## src/sbd_pkg.sv

```systemverilog
// shared constants and types for the shift, logic, bit and skip datapath
// assumes one 250 MHz core clock and an 8-bit working register
package sbd_pkg;
   localparam int         DW          = 8;
   localparam int         FLAG_Z      = 0;
   localparam int         FLAG_C      = 1;
   localparam int         FLAG_AC     = 2;
   localparam int         FLAG_OV     = 3;
   localparam logic [3:0] FLAGS_RST   = 4'h0;
   localparam logic [7:0] WREG_RST    = 8'h00;
   localparam logic [7:0] ONE_BYTE    = 8'h01;
   localparam logic [7:0] ZERO_BYTE   = 8'h00;
   // instruction cycles taken by a skip whose condition holds
   localparam int         SKIP_CYCLES = 2;

   typedef enum logic [4:0] {
      OP_NOP   = 5'h00,
      OP_SHR   = 5'h01,
      OP_RRC   = 5'h02,
      OP_SHL   = 5'h03,
      OP_RLC   = 5'h04,
      OP_SWAP  = 5'h05,
      OP_AND   = 5'h06,
      OP_OR    = 5'h07,
      OP_XOR   = 5'h08,
      OP_NOT   = 5'h09,
      OP_NEG   = 5'h0A,
      OP_CMP   = 5'h0B,
      OP_BCLR  = 5'h0C,
      OP_BSET  = 5'h0D,
      OP_SWAPC = 5'h0E,
      OP_SKEQ  = 5'h0F,
      OP_SKNE  = 5'h10,
      OP_SKBL  = 5'h11,
      OP_SKBH  = 5'h12,
      OP_INCSK = 5'h13,
      OP_DECSK = 5'h14
   } sbd_op_t;

   // ACC: working register with immediate, ACC_M: working register with memory,
   // MEM: memory byte is the target (compare: memory minus working register),
   // IO: IO register is the target
   typedef enum logic [1:0] {
      FORM_ACC   = 2'h0,
      FORM_ACC_M = 2'h1,
      FORM_MEM   = 2'h2,
      FORM_IO    = 2'h3
   } sbd_form_t;

   typedef enum logic [1:0] {
      ST_RUN  = 2'b01,
      ST_SKIP = 2'b10
   } sbd_state_t;
endpackage

```

## src/sbd_addsub.sv

```systemverilog
// add or subtract with the carry, half carry and overflow flags of the core
// assumes subtraction carry means borrow
`timescale 1ns/1ps
module sbd_addsub #(
   parameter int W = 8
) (
   input  wire logic [W-1:0] a,
   input  wire logic [W-1:0] b,
   input  wire logic         sub,
   output logic      [W-1:0] res,
   output logic              carry,
   output logic              half_carry,
   output logic              ovf
);
   logic [W-1:0] bb;
   logic [W:0]   full;
   logic [4:0]   half;

   assign bb   = sub ? ~b : b;
   assign full = {1'b0, a} + {1'b0, bb} + {{W{1'b0}}, sub};
   assign half = {1'b0, a[3:0]} + {1'b0, bb[3:0]} + {4'h0, sub};
   assign res  = full[W-1:0];
   // borrow is the inverted carry out when subtracting
   assign carry      = full[W] ^ sub;
   assign half_carry = half[4] ^ sub;
   assign ovf        = (a[W-1] == bb[W-1]) && (res[W-1] != a[W-1]);
endmodule

```

## src/sbd_bitmod.sv

```systemverilog
// single bit read and replace within one byte
// assumes the select is always in range
`timescale 1ns/1ps
module sbd_bitmod #(
   parameter int W = 8
) (
   input  wire logic [W-1:0]         din,
   input  wire logic [$clog2(W)-1:0] sel,
   input  wire logic                 val,
   output logic      [W-1:0]         dout,
   output logic                      bit_now
);
   assign bit_now = din[sel];

   always_comb begin
      dout      = din;
      dout[sel] = val;
   end
endmodule

```

## src/sbd_top.sv

```systemverilog
// shift, logic, bit and conditional-skip datapath of an 8-bit core
// assumes fetch and decode present one operation per OP_VALID while OP_READY
// Overview of operation
// - right shift fills zero, bit0 to carry
// - right rotate through carry, carry only
// - memory right forms write back, carry only
// - left shift fills zero, bit7 to carry
// - left rotate through carry, carry only
// - memory left forms write back, carry only
// - nibble swap of working register
// - and/or update zero flag only
// - xor to register or memory, zero only
// - xor into IO register, flags untouched
// - ones complement in place, zero only
// - twos complement in place, zero only
// - compare sets all flags, stores nothing
// - bit clear/set, flags untouched
// - carry exchange with IO bit
// - output pin gets carry, input loads carry
// - skip when equal, subtract flags
// - skip when unequal, subtract flags
// - IO bit test skips, flags untouched
// - memory bit test skips, flags untouched
// - register inc/dec, all flags, skip zero
// - memory inc/dec, all flags, skip zero
// - met skip takes two cycles, else one
`timescale 1ns/1ps
module sbd_top (
   input  wire logic              MCLK,
   input  wire logic              RST_N,
   input  wire logic              OP_VALID,
   input  wire sbd_pkg::sbd_op_t   OP_CODE,
   input  wire sbd_pkg::sbd_form_t OP_FORM,
   input  wire logic [7:0]        OP_IMM,
   input  wire logic [2:0]        OP_BIT,
   input  wire logic [7:0]        MEM_RDATA,
   input  wire logic [7:0]        IO_RDATA,
   input  wire logic              IO_PIN_OUT,
   input  wire logic              IO_PIN_LEVEL,
   input  wire logic              W_LOAD,
   input  wire logic [7:0]        W_LOAD_DATA,
   input  wire logic              FLAG_LOAD,
   input  wire logic [3:0]        FLAG_LOAD_DATA,
   output logic                   OP_READY,
   output logic [7:0]             W_OUT,
   output logic [3:0]             FLAGS_OUT,
   output logic                   MEM_WE,
   output logic [7:0]             MEM_WDATA,
   output logic                   IO_WE,
   output logic [7:0]             IO_WDATA,
   output logic                   SKIP_NEXT
);
   logic                 rst_meta_ff;
   logic                 rst_sync_ff;
   sbd_pkg::sbd_state_t  state_ff;
   logic                 ready_ff;
   logic [7:0]           w_ff;
   logic [3:0]           flags_ff;
   logic                 mem_we_ff;
   logic [7:0]           mem_wdata_ff;
   logic                 io_we_ff;
   logic [7:0]           io_wdata_ff;
   logic                 skip_ff;

   logic                 taken;
   logic [7:0]           tgt;
   logic [7:0]           opnd;
   logic [7:0]           res;
   logic                 wr_res;
   logic                 nxt_skip;
   logic [3:0]           nxt_flags;
   logic [7:0]           add_a;
   logic [7:0]           add_b;
   logic                 add_sub;
   logic [7:0]           add_res;
   logic                 add_c;
   logic                 add_ac;
   logic                 add_ov;
   logic                 bit_val;
   logic [7:0]           bit_out;
   logic                 bit_now;
   logic                 c_now;

   // reset is released through two flops; assertion stays asynchronous
   always_ff @(posedge MCLK or negedge RST_N) begin
      if (!RST_N) begin
         rst_meta_ff <= 1'b0;
         rst_sync_ff <= 1'b0;
      end else begin
         rst_meta_ff <= 1'b1;
         rst_sync_ff <= rst_meta_ff;
      end
   end

   assign taken = OP_VALID && ready_ff;
   assign c_now = flags_ff[sbd_pkg::FLAG_C];

   // byte acted on in place: memory, IO register or working register
   always_comb begin
      unique case (OP_FORM)
         sbd_pkg::FORM_MEM: tgt = MEM_RDATA;
         sbd_pkg::FORM_IO:  tgt = IO_RDATA;
         default:           tgt = w_ff;
      endcase
   end

   // second operand of a two-operand operation
   always_comb begin
      unique case (OP_FORM)
         sbd_pkg::FORM_ACC: opnd = OP_IMM;
         sbd_pkg::FORM_IO:  opnd = IO_RDATA;
         default:           opnd = MEM_RDATA;
      endcase
   end

   // one shared adder serves compare, equality skips and inc/dec
   always_comb begin
      add_a   = tgt;
      add_b   = sbd_pkg::ONE_BYTE;
      add_sub = 1'b1;
      unique case (OP_CODE)
         sbd_pkg::OP_INCSK: add_sub = 1'b0;
         sbd_pkg::OP_DECSK: add_sub = 1'b1;
         sbd_pkg::OP_NEG: begin
            add_a = sbd_pkg::ZERO_BYTE;
            add_b = tgt;
         end
         sbd_pkg::OP_CMP: begin
            add_a = (OP_FORM == sbd_pkg::FORM_MEM) ? MEM_RDATA : w_ff;
            add_b = (OP_FORM == sbd_pkg::FORM_MEM) ? w_ff : opnd;
         end
         sbd_pkg::OP_SKEQ, sbd_pkg::OP_SKNE: begin
            add_a = w_ff;
            add_b = opnd;
         end
         default: ;
      endcase
   end

   sbd_addsub #(
      .W (sbd_pkg::DW)
   ) u_addsub (
      .a          (add_a),
      .b          (add_b),
      .sub        (add_sub),
      .res        (add_res),
      .carry      (add_c),
      .half_carry (add_ac),
      .ovf        (add_ov)
   );

   always_comb begin
      unique case (OP_CODE)
         sbd_pkg::OP_BSET:  bit_val = 1'b1;
         sbd_pkg::OP_SWAPC: bit_val = c_now;
         default:           bit_val = 1'b0;
      endcase
   end

   sbd_bitmod #(
      .W (sbd_pkg::DW)
   ) u_bitmod (
      .din     (tgt),
      .sel     (OP_BIT),
      .val     (bit_val),
      .dout    (bit_out),
      .bit_now (bit_now)
   );

   // result, write-back enable, flags and skip decision of one operation
   always_comb begin
      res       = tgt;
      wr_res    = 1'b0;
      nxt_skip  = 1'b0;
      nxt_flags = flags_ff;
      unique case (OP_CODE)
         sbd_pkg::OP_SHR: begin
            res    = {1'b0, tgt[7:1]};
            wr_res = 1'b1;
            nxt_flags[sbd_pkg::FLAG_C] = tgt[0];
         end
         sbd_pkg::OP_RRC: begin
            res    = {c_now, tgt[7:1]};
            wr_res = 1'b1;
            nxt_flags[sbd_pkg::FLAG_C] = tgt[0];
         end
         sbd_pkg::OP_SHL: begin
            res    = {tgt[6:0], 1'b0};
            wr_res = 1'b1;
            nxt_flags[sbd_pkg::FLAG_C] = tgt[7];
         end
         sbd_pkg::OP_RLC: begin
            res    = {tgt[6:0], c_now};
            wr_res = 1'b1;
            nxt_flags[sbd_pkg::FLAG_C] = tgt[7];
         end
         sbd_pkg::OP_SWAP: begin
            res    = {w_ff[3:0], w_ff[7:4]};
            wr_res = 1'b1;
         end
         sbd_pkg::OP_AND, sbd_pkg::OP_OR, sbd_pkg::OP_XOR: begin
            if (OP_CODE == sbd_pkg::OP_AND) begin
               res = w_ff & opnd;
            end else if (OP_CODE == sbd_pkg::OP_OR) begin
               res = w_ff | opnd;
            end else begin
               res = w_ff ^ opnd;
            end
            wr_res = 1'b1;
            // the IO form leaves every flag alone
            if (OP_FORM != sbd_pkg::FORM_IO) begin
               nxt_flags[sbd_pkg::FLAG_Z] = (res == sbd_pkg::ZERO_BYTE);
            end
         end
         sbd_pkg::OP_NOT: begin
            res    = ~tgt;
            wr_res = 1'b1;
            nxt_flags[sbd_pkg::FLAG_Z] = (res == sbd_pkg::ZERO_BYTE);
         end
         sbd_pkg::OP_NEG: begin
            res    = add_res;
            wr_res = 1'b1;
            nxt_flags[sbd_pkg::FLAG_Z] = (res == sbd_pkg::ZERO_BYTE);
         end
         sbd_pkg::OP_CMP, sbd_pkg::OP_SKEQ, sbd_pkg::OP_SKNE: begin
            nxt_flags = {add_ov, add_ac, add_c, add_res == sbd_pkg::ZERO_BYTE};
            if (OP_CODE == sbd_pkg::OP_SKEQ) begin
               nxt_skip = (add_res == sbd_pkg::ZERO_BYTE);
            end else if (OP_CODE == sbd_pkg::OP_SKNE) begin
               nxt_skip = (add_res != sbd_pkg::ZERO_BYTE);
            end
         end
         sbd_pkg::OP_BCLR, sbd_pkg::OP_BSET: begin
            res    = bit_out;
            wr_res = 1'b1;
         end
         sbd_pkg::OP_SWAPC: begin
            // input pin: carry takes the pin, nothing is written back
            res    = bit_out;
            wr_res = IO_PIN_OUT;
            nxt_flags[sbd_pkg::FLAG_C] = IO_PIN_OUT ? bit_now : IO_PIN_LEVEL;
         end
         sbd_pkg::OP_SKBL: nxt_skip = !bit_now;
         sbd_pkg::OP_SKBH: nxt_skip = bit_now;
         sbd_pkg::OP_INCSK, sbd_pkg::OP_DECSK: begin
            res       = add_res;
            wr_res    = 1'b1;
            nxt_flags = {add_ov, add_ac, add_c, add_res == sbd_pkg::ZERO_BYTE};
            nxt_skip  = (add_res == sbd_pkg::ZERO_BYTE);
         end
         default: ;
      endcase
   end

   // skip sequencer: a met skip holds the request port for one more cycle
   always_ff @(posedge MCLK or negedge rst_sync_ff) begin
      if (!rst_sync_ff) begin
         state_ff <= sbd_pkg::ST_RUN;
         ready_ff <= 1'b0;
         skip_ff  <= 1'b0;
      end else begin
         unique case (state_ff)
            sbd_pkg::ST_RUN: begin
               ready_ff <= !(taken && nxt_skip);
               skip_ff  <= taken && nxt_skip;
               if (taken && nxt_skip) begin
                  state_ff <= sbd_pkg::ST_SKIP;
               end
            end
            sbd_pkg::ST_SKIP: begin
               ready_ff <= 1'b1;
               skip_ff  <= 1'b0;
               state_ff <= sbd_pkg::ST_RUN;
            end
         endcase
      end
   end

   // working register: operations take priority over a core load
   always_ff @(posedge MCLK or negedge rst_sync_ff) begin
      if (!rst_sync_ff) begin
         w_ff <= sbd_pkg::WREG_RST;
      end else if (taken && wr_res && OP_FORM != sbd_pkg::FORM_MEM &&
                   OP_FORM != sbd_pkg::FORM_IO) begin
         w_ff <= res;
      end else if (W_LOAD && !taken) begin
         w_ff <= W_LOAD_DATA;
      end
   end

   always_ff @(posedge MCLK or negedge rst_sync_ff) begin
      if (!rst_sync_ff) begin
         flags_ff <= sbd_pkg::FLAGS_RST;
      end else if (taken) begin
         flags_ff <= nxt_flags;
      end else if (FLAG_LOAD) begin
         flags_ff <= FLAG_LOAD_DATA;
      end
   end

   // memory write-back strobe
   always_ff @(posedge MCLK or negedge rst_sync_ff) begin
      if (!rst_sync_ff) begin
         mem_we_ff    <= 1'b0;
         mem_wdata_ff <= sbd_pkg::ZERO_BYTE;
      end else begin
         mem_we_ff <= taken && wr_res && OP_FORM == sbd_pkg::FORM_MEM;
         if (taken && wr_res) begin
            mem_wdata_ff <= res;
         end
      end
   end

   // IO register write-back strobe
   always_ff @(posedge MCLK or negedge rst_sync_ff) begin
      if (!rst_sync_ff) begin
         io_we_ff    <= 1'b0;
         io_wdata_ff <= sbd_pkg::ZERO_BYTE;
      end else begin
         io_we_ff <= taken && wr_res && OP_FORM == sbd_pkg::FORM_IO;
         if (taken && wr_res) begin
            io_wdata_ff <= res;
         end
      end
   end

   assign OP_READY  = ready_ff;
   assign W_OUT     = w_ff;
   assign FLAGS_OUT = flags_ff;
   assign MEM_WE    = mem_we_ff;
   assign MEM_WDATA = mem_wdata_ff;
   assign IO_WE     = io_we_ff;
   assign IO_WDATA  = io_wdata_ff;
   assign SKIP_NEXT = skip_ff;
endmodule

```

## config.mk

```make
export PLATFORM = sky130hd
export DESIGN_NAME = sbd_top
export DESIGN_NICKNAME = d
export VERILOG_FILES = /design/src/sbd_pkg.sv /design/src/sbd_addsub.sv /design/src/sbd_bitmod.sv /design/src/sbd_top.sv
export SDC_FILE = /design/constraint.sdc
export NUM_CORES = 1
export LEC_CHECK = 0
export BUFFER_PORTS_ARGS = -buffer_cell sky130_fd_sc_hd__buf_2
export CORE_ASPECT_RATIO = 1.75
export CORE_UTILIZATION = 60
export DETAILED_ROUTE_END_ITERATION = 10
export PLACE_DENSITY_LB_ADDON = 0.25
export SLEW_MARGIN = 10
export SYNTH_ARGS = -nofsm -noshare
export SYNTH_HDL_FRONTEND = slang
export SYNTH_HIERARCHICAL = 1
export SYNTH_SLANG_ARGS = --single-unit
export TNS_END_PERCENT = 10
```

## constraint.sdc

```tcl
create_clock -name MCLK -period 1.7 [get_ports MCLK]
set_input_delay 0.255 -clock MCLK [delete_from_list [all_inputs] [get_ports MCLK]]
set_output_delay 0.255 -clock MCLK [all_outputs]
set_load 0.05 [all_outputs]
```

==> impl_metrics.toml, run 1 <==
[synthesis]
yosys_most_used_dff = "dfrtp_1"
synthTopCellsByArea = "dfrtp_1 (17%), ha_1 (7.7%), nand2_1 (5.5%)"
yosysTopAreaCellShare_pct = 16.7
syn_avg_cell_area_sq_um = 7.90
synth_cell_types = 84
synthSimpleGateAreaFrac_pct = 24.3
synth_compound_area_share_pct = 30.9
ys_ff_latch = 28
postSynthCellCount = 513
ys_seq_area_share_pct = 17.3
synthXorXnorAreaFrac_pct = 3.46
synth_fp_nets = 592
syn-cell-area_sq_um = 4050
yosys_warnings = 6
synth.mux.area_fraction_pct = 5.78
synth_fa_ha_area_share_pct = 8.71
synth_top_family_by_area = "compound AO/OA/AOI/OAI gates"
synth-edff-count = 0
async_flop_share_pct = 100
synth.largest_area_cell = "dfrtp_1"

[place]
gp_congestion = 1.15
portBuffers = 84
hpwl_um = 14700

[die]
dieWidth_um = 64.1
die_h_um = 111
io_pins = 85
initial_core_util_pct = 62.0
rows = 39

[grt]
grt_pass1_wl_um = 48800
overflow = 228
grt_pass1_vias = 7656
grt_max_degree = 17
grtUsageTotal_pct = 89.3

[cts]
root_buffer = "clkbuf_16"
h-tree-depth = 1
cts.sinks = 28
cts_inserted_buffers = 3
cts_max_path_buffers = 2

[run_status]
stop_stage = "5_1_grt"
error_line = "[ERROR GRT-0116] Global routing finished with congestion. Check the congestion regions in the DRC Viewer."
status = "did not finish"
## per-stage QoR
stage	area, sq um	worst slack (ps)	utilization (%)	std cells
CTS	6230	-1730	95.2	830
detailed placement	5700	-2130	87.2	807
global placement	5700	-1870	87.2	807
floorplan	4200	-1640	-	513
## routing by layer
layer	GRT usage, %	overflow
met5	26.6	4
met4	97.3	81
met3	70.3	3
met2	107	139
met1	87.2	1
## cells by family after synthesis
kind of cell    after synthesis
buf+inv                      70
mux                          21
compound gates              167
fa+ha+maj                    28
other cells                   1
flops                        28
simple gates                182
xor+xnor                     16
## what timing repair did
item / in CTS
setup endpoints to repair: 24
buffers inserted: 18
pin swaps: 29
resized for setup: 65
endpoints found under the hold margin: 2
hold buffers: 1
## synthesized netlist by cell type, types with 3 or more instances
master	count
a211oi_1	5
a21oi_1	26
a21oi_2	5
a221o_1	5
a221oi_1	5
a22o_1	10
a22oi_1	9
a32o_1	4
and2_1	5
and3_1	4
buf_2	15
buf_4	10
buf_6	8
clkbuf_1	4
dfrtp_1	27
ha_1	25
inv_1	31
mux2_2	16
mux2i_1	4
nand2_1	59
nand2b_1	13
nand3_1	11
nand3b_1	6
nand4_1	3
nor2_1	39
nor2b_1	4
nor3_1	10
nor4_1	3
o211ai_1	4
o21a_1	3
o21ai_0	28
o21ai_1	12
o221ai_1	16
o2bb2ai_1	4
or3_1	3
xnor2_1	4
xor2_1	12
==> run 2, diff against run 1 <==
--- a/config.mk
+++ b/config.mk
@@ -6,10 +6,9 @@
 export NUM_CORES = 1
 export LEC_CHECK = 0
 export BUFFER_PORTS_ARGS = -buffer_cell sky130_fd_sc_hd__buf_2
-export CORE_ASPECT_RATIO = 1.75
-export CORE_UTILIZATION = 60
+export CORE_UTILIZATION = 40
 export DETAILED_ROUTE_END_ITERATION = 10
-export PLACE_DENSITY_LB_ADDON = 0.25
+export PLACE_DENSITY_LB_ADDON = 0.15
 export SLEW_MARGIN = 10
 export SYNTH_ARGS = -nofsm -noshare
 export SYNTH_HDL_FRONTEND = slang
==> impl_metrics.toml, run 2 <==
[run_status]
status = "finished, violations left"
violations = "setup timing"

[grt]
grt_pass1_vias = 4658
grt_max_degree = 27
overflow = 0
grtUsageTotal_pct = 30.9
antenna_found_initial = 0
grt_pass1_wl_um = 24400

[synthesis]
yosys_most_used_dff = "dfrtp_1"
syn_avg_cell_area_sq_um = 7.90
ys_ff_latch = 28
synth.largest_area_cell = "dfrtp_1"
synthTopCellsByArea = "dfrtp_1 (17%), ha_1 (7.7%), nand2_1 (5.5%)"
synth-edff-count = 0
syn-cell-area_sq_um = 4050
synth_cell_types = 84
synth.most_common_cell = "nand2_1"
synth_fp_nets = 592
async_flop_share_pct = 100
yosysTopAreaCellShare_pct = 16.7
ys_seq_area_share_pct = 17.3
yosys_warnings = 6
postSynthCellCount = 513
synth_common_cells = "nand2_1 (59), nor2_1 (39), inv_1 (31)"

[setup_path]
reg2reg_depth = 16
crit_required_ps = 1870
ff2ff_setup_slack_ps = -1500
critPathLaunch = "OP_CODE[2]"
end_kind = "flip-flop"
critPathKind = "input port to flip-flop"
r2r-end = "state_ff[1]"
worstSetupStartpointType = "input port"
cp-endpoint = "state_ff[1]"
critPathArrivalTime_ps = 3440
regToRegStartpoint = "W_OUT[0]"
cp_max_fo = 7

[pwr]
pwr_density_cell_nw_per_um2 = 805
p_total_mw = 5.06
pwr-share-clk_pct = 7.3
power.share.switching_pct = 49.0
p_int_mw = 2.58
power_switching_mw = 2.48
p_leak_nw = 2.94
irDropWorstVdd_v = 0.000655
share_comb_of_total_power_pct = 74.0
p_seq_share_pct = 18.7

[routing]
finalWirelength_um = 16200
num_vias = 4818
drt_iter0_drc = 189
drc_errors = 0
avgViaCountPerCell = 5.44
dr.pass1.iters = 4
post_drt_wl_per_cell_um = 18.2
ant_nets = 0

[timing]
final_hold_viol_count = 0
post-route-period-util_pct = 192
final.setup.worst_slack_ps = -1570
slew_violations = 0
fmax_mhz = 306
fin_crit_ps = 3270
setup_violations = 24
clock-skew-final_ps = 6.99
rsz0062_at_grt = "true"

[layout]
syn_to_final_growth_pct = 55.1
final_cell_mix = "buf_4 (178), buf_2 (80), nand2_1 (57)"
layout_commonest_cell = "buf_4"
drive_gt1_share_pct = 50.6
final_cells = 886
diodes = 0
fillers = 903
fin_nets = 833

[cts]
cts_inserted_buffers = 3
clk_latency_ps = 270
h-tree-depth = 1
cts_tree = "built"
cts_max_path_buffers = 2
root_buffer = "clkbuf_8"
clkTransAtPathRegs_ps = 90
cts.sinks = 28

[die]
dieWidth_um = 103
io_pins = 85
fp.dieArea_sq_um = 10500
initial_core_util_pct = 41.4
die_h_um = 103
rows = 36
core_sq_um = 9770

[hold_path]
min-delay-start = "W_LOAD_DATA[1]"
min_path_type = "input port to flip-flop"

[place]
hpwl_um = 13400
portBuffers = 84
dp_cells = 872
gp_congestion = 0.991

[run]
max_cap_viol_count = 0
## run 2: cells by family (layout without fill, tap and decap cells)
| group | Yosys count | after routing | share of synthesized area, % |
|---|---|---|---|
| xor+xnor | 16 | 16 | 3.46 |
| compound gates | 167 | 167 | 30.9 |
| buf+inv | 70 | 310 | 9.36 |
| simple gates | 182 | 182 | 24.3 |
| flops | 28 | 28 | 17.3 |
| mux | 21 | 21 | 5.78 |
| fa+ha+maj | 28 | 28 | 8.71 |
| other cells | 1 | 1 | 0.0926 |
## run 2: layout make-up
cell class              count  area [sq um]  area share [%]
clock buffers               4          45.0           0.717
inverters                  33           126            2.01
multi-input cells         415          3310            52.7
flip-flops and latches     28           703            11.2
well taps                 133           166            2.65
repair buffers            273          1930            30.7
## run 2: power by group through the flow
| stage | logic (mW) | clock network (mW) | registers [mW] |
|---|---|---|---|
| 2_1_floorplan | 1.59 | 0 | 1.38 |
| 3_3_place_gp | 3.41 | 0 | 0.953 |
| 3_5_place_dp | 3.43 | 0 | 0.961 |
| 4_1_cts | 3.60 | 0.379 | 0.947 |
| 5_1_grt | 3.99 | 0.410 | 0.965 |
| 6_report | 3.74 | 0.367 | 0.948 |
## run 2: worst max-delay path: stages
cell and delay, ps:
buf_6 110, buf_12 120, nor4_4 240, buf_4 180, nor2b_4 40, o21a_2 190, buf_4 170, o221ai_1 180
ha_1 280, nor3_2 190, nor2_2 80, a311oi_2 390, o21ai_1 140, o31ai_2 100, nor4_1 80, nand2_1 140
mux2i_1 250, a21oi_2 100, o21a_1 190
## run 2: stage by stage
| stage | setup TNS (ps) | utilization [%] | worst slack [ps] | area, sq um | hold slack [ps] |
|---|---|---|---|---|---|
| after floorplan | -28790 | - | -1640 | 4200 | -40.6 |
| after global placement | -37820 | 60.0 | -1880 | 5870 | 38.5 |
| after detailed placement | -38490 | 60.0 | -1940 | 5870 | 40.4 |
| after CTS | -27090 | 63.1 | -1490 | 6170 | 222 |
| after global routing | -31660 | 64.3 | -1750 | 6280 | 219 |
| final | -28120 | 64.3 | -1570 | 6280 | 220 |
## run 2: routing by layer
| layer | GRT usage (%) | part of all wire, % |
|---|---|---|
| met2 | 53.1 | 49 |
| met1 | 39.5 | 43 |
| met4 | 12.4 | 4.3 |
| met3 | 3.39 | 3.7 |
| met5 | 0 | 0 |
## run 2: timing repair
action / in CTS / in global routing
pin swaps: 27 / 12
gates resized for setup: 53 / 23
hold buffers: 1 / 0
setup endpoints to repair: 24 / 24
hold endpoints to repair: 2 / 0
buffers inserted: 7 / 2
## run 2: how the worst min path moves through the flow
stage	end	slack, ps	depth (start not counted)
after floorplan	rst_meta_ff	-40	0
after global placement	rst_sync_ff	40	1
after detailed placement	rst_meta_ff	40	1
after CTS	W_OUT[1]	220	3
after global routing	W_OUT[1]	220	3
final	W_OUT[1]	220	3
No activity file was read; power rests on OpenSTA's default activity.
